$ cat src/hdl/uit_pkg.sv
// Functional notes
// - Without the transmit FIFO, the transmit interrupt rises when the held word moves into the shift register.
// - Without the transmit FIFO, a write into the holding buffer clears a pending transmit interrupt.
// - Writing one to the transmit clear bit clears a pending transmit interrupt.
// - After a software clear during a send, a buffer write coinciding with STOP generation suppresses that word's interrupt.
// - With the transmit FIFO on, the transmit interrupt rises when the fill level reaches the selected level.
// - Transmit select 000 means one eighth full, four entries.
// - With the transmit FIFO on, the interrupt clears above the selected level and rises again on falling back to it.
// - An overrun is flagged when a STOP bit arrives while the receive FIFO is full.
// - A break interrupt rises after the STOP bit position of the frame that carried the break.
// - A parity error is flagged once a sampled parity bit is found wrong.
// - A framing error is flagged after the bit that violates the expected frame end.
// - A receive timeout rises 511 sixteen-times baud ticks after data is stored in the receive FIFO.
// - Without the receive FIFO, each STOP bit raises the receive interrupt.
// - With the receive FIFO, the STOP bit of the frame that reaches the trigger level raises the receive interrupt.
package uit_pkg;
    localparam int          AW          = 5;
    localparam logic [4:0]  A_CTRL      = 5'h00;
    localparam logic [4:0]  A_LVLSEL    = 5'h04;
    localparam logic [4:0]  A_STATUS    = 5'h08;
    localparam logic [4:0]  A_MASK      = 5'h0C;
    localparam logic [4:0]  A_ICR       = 5'h10;
    localparam logic [4:0]  A_FLAG      = 5'h14;
    localparam logic [4:0]  A_TXDATA    = 5'h18;
    localparam int          NSRC        = 7;
    localparam int          B_TX        = 0;
    localparam int          B_RX        = 1;
    localparam int          B_RXTO      = 2;
    localparam int          B_PAR       = 3;
    localparam int          B_FRM       = 4;
    localparam int          B_BRK       = 5;
    localparam int          B_OVR       = 6;
    localparam int          C_TXFEN     = 0;
    localparam int          C_RXFEN     = 1;
    localparam int          S_TXSEL_LO  = 0;
    localparam int          S_RXSEL_LO  = 3;
    localparam int          F_BUSY      = 0;
    localparam logic [1:0]  CTRL_RST    = 2'h0;
    localparam logic [5:0]  LVLSEL_RST  = 6'h00;
    localparam logic [6:0]  MASK_RST    = 7'h00;
    localparam int          RXTO_TICKS  = 511;
    localparam logic [8:0]  RXTO_LAST   = 9'(RXTO_TICKS - 1);
    localparam logic [2:0]  SEL_1_8     = 3'h0;
    localparam logic [2:0]  SEL_1_4     = 3'h1;
    localparam logic [2:0]  SEL_1_2     = 3'h2;
    localparam logic [2:0]  SEL_3_4     = 3'h3;
    localparam logic [2:0]  SEL_7_8     = 3'h4;

    typedef enum logic [1:0] {
        UIT_IDLE = 2'h0,
        UIT_ACK  = 2'h1
    } uit_bus_e;
endpackage

$ cat src/hdl/uit_irq.sv
// Added by the designer: the address map and the Avalon-MM interface to the registers.
`timescale 1ns/100ps
`default_nettype none
module uit_irq #(
    parameter int DEPTH = 32,
    parameter int LW    = 6
) (
    input  wire logic          CLK,
    input  wire logic          RESET,
    input  wire logic [4:0]    ADDRESS,
    input  wire logic          READ,
    input  wire logic          WRITE,
    input  wire logic [31:0]   WRITEDATA,
    output logic               WAITREQUEST,
    output logic [31:0]        READDATA,
    output logic               IRQ,
    output logic [7:0]         TX_DATA,
    output logic               TX_WRITE,
    input  wire logic          TX_LOAD,
    input  wire logic          TX_STOP_GEN,
    input  wire logic          TX_BUSY,
    input  wire logic [LW-1:0] TX_LEVEL,
    input  wire logic          RX_STOP,
    input  wire logic          RX_BREAK,
    input  wire logic          RX_PARITY_BAD,
    input  wire logic          RX_FRAME_BAD,
    input  wire logic          RX_FULL,
    input  wire logic [LW-1:0] RX_LEVEL,
    input  wire logic          SIXTEEN_X_BAUD_CLOCK_TICK
);
    // trigger level for a 3-bit select; unused encodings fall back to half
    function automatic logic [LW-1:0] trig(input logic [2:0] sel);
        case (sel)
            uit_pkg::SEL_1_8: trig = LW'(DEPTH / 8);
            uit_pkg::SEL_1_4: trig = LW'(DEPTH / 4);
            uit_pkg::SEL_1_2: trig = LW'(DEPTH / 2);
            uit_pkg::SEL_3_4: trig = LW'(DEPTH * 3 / 4);
            uit_pkg::SEL_7_8: trig = LW'(DEPTH * 7 / 8);
            default:          trig = LW'(DEPTH / 2);
        endcase
    endfunction

    uit_pkg::uit_bus_e          bus_state;
    logic [1:0]                 ctrl;
    logic [5:0]                 lvlsel;
    logic [uit_pkg::NSRC-1:0]   status;
    logic [uit_pkg::NSRC-1:0]   mask;
    logic                       clr_in_send;
    logic                       suppress;
    logic [LW-1:0]              tx_level_q;
    logic [8:0]                 rxto_cnt;
    logic                       rxto_run;
    logic                       req;
    logic                       done;
    logic                       wr_icr;
    logic                       wr_txd;
    logic                       rd_stat;
    logic [LW-1:0]              tx_trig;
    logic [LW-1:0]              rx_trig;
    logic                       tx_fifo_on;
    logic                       rx_fifo_on;
    logic [uit_pkg::NSRC-1:0]   set;
    logic [uit_pkg::NSRC-1:0]   clr;
    logic [31:0]                next_readdata;

    assign req        = READ | WRITE;
    assign done       = req & (bus_state == uit_pkg::UIT_ACK);
    assign wr_icr     = done & WRITE & (ADDRESS == uit_pkg::A_ICR);
    assign wr_txd     = done & WRITE & (ADDRESS == uit_pkg::A_TXDATA);
    assign rd_stat    = done & READ & (ADDRESS == uit_pkg::A_STATUS);
    assign tx_fifo_on = ctrl[uit_pkg::C_TXFEN];
    assign rx_fifo_on = ctrl[uit_pkg::C_RXFEN];
    assign tx_trig    = trig(lvlsel[uit_pkg::S_TXSEL_LO +: 3]);
    assign rx_trig    = trig(lvlsel[uit_pkg::S_RXSEL_LO +: 3]);

    // one wait state: request seen, answered at the following edge
    always_ff @(posedge CLK or posedge RESET)
    begin
        if (RESET)
        begin
            bus_state   <= uit_pkg::UIT_IDLE;
            WAITREQUEST <= 1'b1;
        end
        else
        begin
            case (bus_state)
                uit_pkg::UIT_IDLE:
                begin
                    if (req)
                    begin
                        bus_state   <= uit_pkg::UIT_ACK;
                        WAITREQUEST <= 1'b0;
                    end
                end
                uit_pkg::UIT_ACK:
                begin
                    bus_state   <= uit_pkg::UIT_IDLE;
                    WAITREQUEST <= 1'b1;
                end
                default:
                begin
                    bus_state   <= uit_pkg::UIT_IDLE;
                    WAITREQUEST <= 1'b1;
                end
            endcase
        end
    end

    always_comb
    begin
        next_readdata = '0;
        case (ADDRESS)
            uit_pkg::A_CTRL:   next_readdata[1:0] = ctrl;
            uit_pkg::A_LVLSEL: next_readdata[5:0] = lvlsel;
            uit_pkg::A_STATUS: next_readdata[uit_pkg::NSRC-1:0] = status;
            uit_pkg::A_MASK:   next_readdata[uit_pkg::NSRC-1:0] = mask;
            uit_pkg::A_FLAG:   next_readdata[uit_pkg::F_BUSY] = TX_BUSY;
            default:           next_readdata = '0;
        endcase
    end

    // data is latched when the answer is scheduled, so it stands at the ack edge
    always_ff @(posedge CLK or posedge RESET)
    begin
        if (RESET)
            READDATA <= '0;
        else if (READ && bus_state == uit_pkg::UIT_IDLE)
            READDATA <= next_readdata;
    end

    always_ff @(posedge CLK or posedge RESET)
    begin
        if (RESET)
        begin
            ctrl   <= uit_pkg::CTRL_RST;
            lvlsel <= uit_pkg::LVLSEL_RST;
            mask   <= uit_pkg::MASK_RST;
        end
        else if (done && WRITE)
        begin
            case (ADDRESS)
                uit_pkg::A_CTRL:   ctrl   <= WRITEDATA[1:0];
                uit_pkg::A_LVLSEL: lvlsel <= WRITEDATA[5:0];
                uit_pkg::A_MASK:   mask   <= WRITEDATA[uit_pkg::NSRC-1:0];
                default:           ctrl   <= ctrl;
            endcase
        end
    end

    always_ff @(posedge CLK or posedge RESET)
    begin
        if (RESET)
        begin
            TX_DATA  <= '0;
            TX_WRITE <= 1'b0;
        end
        else
        begin
            TX_WRITE <= wr_txd;
            if (wr_txd)
                TX_DATA <= WRITEDATA[7:0];
        end
    end

    // a clear issued mid-send arms the STOP-time race
    always_ff @(posedge CLK or posedge RESET)
    begin
        if (RESET)
            clr_in_send <= 1'b0;
        else if (wr_icr && WRITEDATA[uit_pkg::B_TX] && TX_BUSY)
            clr_in_send <= 1'b1;
        else if (!TX_BUSY)
            clr_in_send <= 1'b0;
    end

    // the buffer write racing STOP generation loses the next load's interrupt
    always_ff @(posedge CLK or posedge RESET)
    begin
        if (RESET)
            suppress <= 1'b0;
        else if (!tx_fifo_on && clr_in_send && wr_txd && TX_STOP_GEN)
            suppress <= 1'b1;
        else if (TX_LOAD)
            suppress <= 1'b0;
    end

    always_ff @(posedge CLK or posedge RESET)
    begin
        if (RESET)
            tx_level_q <= '0;
        else
            tx_level_q <= TX_LEVEL;
    end

    // timeout counts only while the receive FIFO holds data
    always_ff @(posedge CLK or posedge RESET)
    begin
        if (RESET)
        begin
            rxto_cnt <= '0;
            rxto_run <= 1'b0;
        end
        else if (RX_STOP && !RX_FULL)
        begin
            rxto_cnt <= '0;
            rxto_run <= 1'b1;
        end
        else if (RX_LEVEL == '0)
            rxto_run <= 1'b0;
        else if (rxto_run && SIXTEEN_X_BAUD_CLOCK_TICK)
        begin
            if (rxto_cnt == uit_pkg::RXTO_LAST)
                rxto_run <= 1'b0;
            rxto_cnt <= rxto_cnt + 9'h001;
        end
    end

    always_comb
    begin
        set = '0;
        if (tx_fifo_on)
            set[uit_pkg::B_TX] = (TX_LEVEL == tx_trig) && (tx_level_q != tx_trig);
        else
            set[uit_pkg::B_TX] = TX_LOAD && !suppress;
        if (rx_fifo_on)
            set[uit_pkg::B_RX] = RX_STOP && !RX_FULL && (RX_LEVEL == rx_trig);
        else
            set[uit_pkg::B_RX] = RX_STOP;
        set[uit_pkg::B_RXTO] = rxto_run && SIXTEEN_X_BAUD_CLOCK_TICK
                               && (rxto_cnt == uit_pkg::RXTO_LAST);
        set[uit_pkg::B_PAR]  = RX_PARITY_BAD;
        set[uit_pkg::B_FRM]  = RX_FRAME_BAD;
        set[uit_pkg::B_BRK]  = RX_STOP && RX_BREAK;
        set[uit_pkg::B_OVR]  = RX_STOP && RX_FULL;
    end

    always_comb
    begin
        clr = '0;
        // only bits the read reported are cleared; one set since then stays
        if (rd_stat)
            clr = READDATA[uit_pkg::NSRC-1:0];
        if (wr_icr)
            clr = clr | WRITEDATA[uit_pkg::NSRC-1:0];
        if (!tx_fifo_on && wr_txd)
            clr[uit_pkg::B_TX] = 1'b1;
        if (tx_fifo_on && TX_LEVEL > tx_trig)
            clr[uit_pkg::B_TX] = 1'b1;
    end

    // sticky: set wins over any clear in the same cycle
    always_ff @(posedge CLK or posedge RESET)
    begin
        if (RESET)
            status <= '0;
        else
            status <= (status & ~clr) | set;
    end

    always_ff @(posedge CLK or posedge RESET)
    begin
        if (RESET)
            IRQ <= 1'b0;
        else
            IRQ <= |(status & mask);
    end
endmodule
`default_nettype wire

$ cat config.mk
export PLATFORM = sky130hd
export DESIGN_NAME = uit_irq
export DESIGN_NICKNAME = d
export VERILOG_FILES = /design/src/hdl/uit_pkg.sv /design/src/hdl/uit_irq.sv
export SDC_FILE = /design/constraint.sdc
export NUM_CORES = 1
export LEC_CHECK = 0
export BUFFER_PORTS_ARGS = -buffer_cell sky130_fd_sc_hd__buf_2
export CORE_ASPECT_RATIO = 0.75
export CORE_MARGIN = 5
export CORE_UTILIZATION = 35
export CTS_CLUSTER_DIAMETER = 200
export DETAILED_ROUTE_END_ITERATION = 10
export PLACE_DENSITY = 0.64
export SETUP_SLACK_MARGIN = 0.5
export SLEW_MARGIN = 20
export SYNTH_ARGS = -nofsm -noshare
export SYNTH_HDL_FRONTEND = slang
export SYNTH_SLANG_ARGS = --single-unit
$ cat constraint.sdc
create_clock -name CLK -period 2.9 [get_ports CLK]
set_clock_uncertainty 0.05 [all_clocks]
set_input_delay 0.29 -clock CLK [delete_from_list [all_inputs] [get_ports CLK]]
set_output_delay 0.29 -clock CLK [all_outputs]
set_load 0.02 [all_outputs]
==> flow_summary_export.csv <==
group,metric,value,unit
outcome,status,"finished clean",
synth,synth-seq-cells,59,
power,internal-power,1.82,mW
sta,worstMarginPinSlew,0.857,ns
finish,synthToLayoutAreaGrowth,21.1,%
place,port_buffers,55,
drt,drt_iter0_drc,178,
finish,insertedDiodeCount,0,
power,power_per_cell_area,678,mW/mm^2
clock_network,clock_tree_from_tritoncts,"done",
clock_network,cts_resized,0,
setup_path,worst_setup_path_start_kind,"flop",
hold_path,hold_path.class,"in -> reg",
clock_network,cts_buffers,9,
synth,synth_enable_flop_cells,0,
sta,timing.final.crit_period,1.99,ns
sta,timing.setup.tns,0,ns
floorplanning,die_x,118,um
clock_network,clock_tree.buffer_depth,2,
setup_path,crit_type,"reg -> reg",
run,reported_max_cap_violation_count,0,
sta,timing.final.setup_violations,0,
synth,most_used_standard_cells_in_the_synthesized_netlist,"58 x sky130_fd_sc_hd__dfrtp_1, 28 x sky130_fd_sc_hd__mux2_2, 27 x sky130_fd_sc_hd__buf_4",
synth,synth_flop_cell,"sky130_fd_sc_hd__dfrtp_1",
power,power_frac_comb,15.6,%
grt,global_route_wire_length_before_repair,12300,um
synth,synth_seq_area_share,48.6,%
floorplanning,die_y,90.7,um
power,clock_power_share,45.0,%
clock_network,cts_sinks,59,
floorplanning,ioPinCount,105,
drt,router_iterations_before_antenna_repair,4,
clock_network,worst_skew_pair.late_latency,0.33,ns
setup_path,critPathSlowestCell,"sky130_fd_sc_hd__dfrtp_1",
finish,finish.net_count,405,
grt,grt_overflow,0,
power,power.sequential.fraction,39.4,%
power,switching_power_share_of_the_total,27.0,%
power,total_leakage_power,1.71,nW
drt,wl,7470,um
synth,syn_area,0.00304,mm^2
setup_path,critPathRequiredTime,3.09,ns
clock_network,cts.root.buffer_cell,"sky130_fd_sc_hd__clkbuf_16",
grt,grtUsageTotal,14.5,%
place,globalplace.congestion,0.788,
drt,vias,2284,
floorplanning,die-area,0.0107,mm^2
synth,syn-instance-count,275,
floorplanning,rows,29,
synth,yosys.area.top_type,"sky130_fd_sc_hd__dfrtp_1",
sta,final_max_slew_viol_count,0,
drt,route.detailed.wl_per_inst,16.6,um
setup_path,cpPeakStageDelay,0.43,ns
grt,antenna_found_initial,0,
sta,timing.final.hold_violations,0,
setup_path,critical_path_cell_list,"nor3b_1, nor2_1, ha_1, nand4b_1, o31ai_1, o21ai_0, o211ai_1",
sta,f_max,504,MHz
setup_path,cp.arrival,2.17,ns
synth,distinct_cells_synth,52,
synth,synth_top_area_share,47.7,%
place,place_worst_setup_slack,0.796,ns
grt,via_count_of_the_first_global_routing_pass,2350,
sta,maxSlewHeadroom,42.4,%
synth,yosys.cell_count.top_type,"sky130_fd_sc_hd__dfrtp_1",
synth,async_reset_ff_share,100,%
sta,unrepaired_setup_endpoints_after_global_routing,"false",
drt,drt_via_density,5.06,
setup_path,crit_path_max_fanout,5,
sta,fin_crit_sh,68.5,%
power,total_switching_power,0.675,mW
grt,grt_max_degree,60,
floorplanning,design.core.area,0.00845,mm^2
sta,setup_slack,0.915,ns
synth,avgSynthCellArea,11.1,um^2
clock_network,h-tree-depth,3,
clock_network,clk_transition_reported_paths,0.06,ns
synth,yosys-top-cells-area,"sky130_fd_sc_hd__dfrtp_1 48%, sky130_fd_sc_hd__mux2_2 10%, sky130_fd_sc_hd__buf_4 6.7%, sky130_fd_sc_hd__nand2_1 3.1%, sky130_fd_sc_hd__nor2_1 2.8%",
power,vdd_drop_max,0.302,mV
place,place.detailed.hpwl,5450,um
finish,fraction_of_layout_instances_using_a_drive_strength_above_1,33.5,%
drt,ant_nets,0,
setup_path,endpoint_kind,"flop",
floorplanning,initial_core_util,36.0,%
synth,yosys_warnings,0,
drt,drt_drc_violations_left,0,
[repair_timing]
action / CTS / global route
setup buffers: 0 / 0
setup endpoints to repair: 0 / 0
hold buffers: 1 / 0
hold endpoints to repair: 58 / 0
[power groups by stage]
stage | combinational [mW] | clock, mW | sequential, mW
after CTS | 0.393 | 1.15 | 0.983
after global routing | 0.437 | 1.18 | 0.998
after floorplan | 0.263 | 0 | 1.01
final | 0.390 | 1.12 | 0.983
after detailed placement | 0.388 | 0 | 0.995
after global placement | 0.380 | 0 | 0.991
[kinds of logic (layout without fill, tap and decap cells)]
| kind of cell | after synthesis | after routing | synth area share [%] |
|---|---|---|---|
| flip-flops | 59 | 59 | 48.6 |
| buffers and inverters | 39 | 83 | 8.23 |
| multiplexers | 31 | 31 | 12.2 |
| XOR/XNOR | 10 | 10 | 2.88 |
| adder cells (fa/ha/maj) | 5 | 5 | 2.06 |
| AO/OA/AOI/OAI | 47 | 47 | 11.4 |
| other | 1 | 25 | 0.123 |
| AND/OR/NAND/NOR | 83 | 83 | 14.5 |
[path summary, 6_finish.rpt]
path / startpoint / to / slack [ns] / cells after the start
setup / recovery: lvlsel[0] / status[0] / 0.91 / 7
hold / removal: TX_LEVEL[1] / tx_level_q[1] / 0.03 / 1
setup reg to reg: lvlsel[0] / status[0] / 0.91 / 7
hold reg to reg: WAITREQUEST / WAITREQUEST / 0.43 / 2
max in group asynchronous: RESET / WAITREQUEST / 1.99 / 4
min in group asynchronous: RESET / status[3] / 0.52 / 4
[stage by stage]
| step | cells | hold WS, ns | area (um^2) | power [mW] | utilization (%) |
|---|---|---|---|---|---|
| finish | 451 | 0.0328 | 3680 | 2.50 | 43.6 |
| global route | 451 | 0.0263 | 3680 | 2.62 | 43.6 |
| floorplan | 299 | 0.271 | 3130 | 1.27 | - |
| detailed placement | 434 | 0.328 | 3360 | 1.38 | 39.7 |
| global placement | 434 | 0.328 | 3360 | 1.37 | 39.7 |
| CTS | 451 | 0.0241 | 3680 | 2.52 | 43.6 |
[worst max-delay path, delay by kind of cell, from the launching register on]
kind	cells	cell delay, ns
fa+ha+maj	1	0.31
simple gates	3	0.52
compound gates	3	0.59
flops	1	0.43
[cell usage in the layout, fill, tap and decap left out, types with 4 or more instances in the layout]
master and instances:
sky130_fd_sc_hd__ha_1 5, sky130_fd_sc_hd__mux2_2 28, sky130_fd_sc_hd__nand2_1 25, sky130_fd_sc_hd__conb_1 25
sky130_fd_sc_hd__nand4_1 4, sky130_fd_sc_hd__xnor2_1 7, sky130_fd_sc_hd__nand3_1 4, sky130_fd_sc_hd__nor2_1 23
sky130_fd_sc_hd__a21oi_1 4, sky130_fd_sc_hd__clkbuf_16 9, sky130_fd_sc_hd__dfrtp_1 58, sky130_fd_sc_hd__nor2b_1 5
sky130_fd_sc_hd__buf_2 55, sky130_fd_sc_hd__inv_1 7, sky130_fd_sc_hd__o21ai_0 11, sky130_fd_sc_hd__a22oi_1 6
[state kept, by name, indices dropped and copies added, names as in the netlist, 2 cells and up]
name,count
lvlsel,6
status,7
TX_DATA,8
mask,7
READDATA,7
tx_level_q,6
rxto_cnt,9
ctrl,2
[routing by layer]
| layer | part of all wire (%) | routed length, um | track usage, % | up-vias |
|---|---|---|---|---|
| met5 | 0 | 0 | 0 | - |
| met4 | 1.1 | 79 | 4.68 | 0 |
| met3 | 7.0 | 525 | 4.51 | 6 |
| met2 | 46 | 3470 | 22.2 | 81 |
| met1 | 45 | 3390 | 19.6 | 1125 |
| li1 | - | - | - | 1072 |
[area by class of cell]
type                            instances  area, um^2
Multi-Input combinational cell        201        1400
Inverter                                8        30.0
Clock inverter                          7        91.3
Tap cell                              108         135
Sequential cell                        59        1480
Clock buffer                            9         225
Timing Repair Buffer                   59         320
Fill cell                             817        4770
Note: power is estimated with default switching activity, not from simulation.
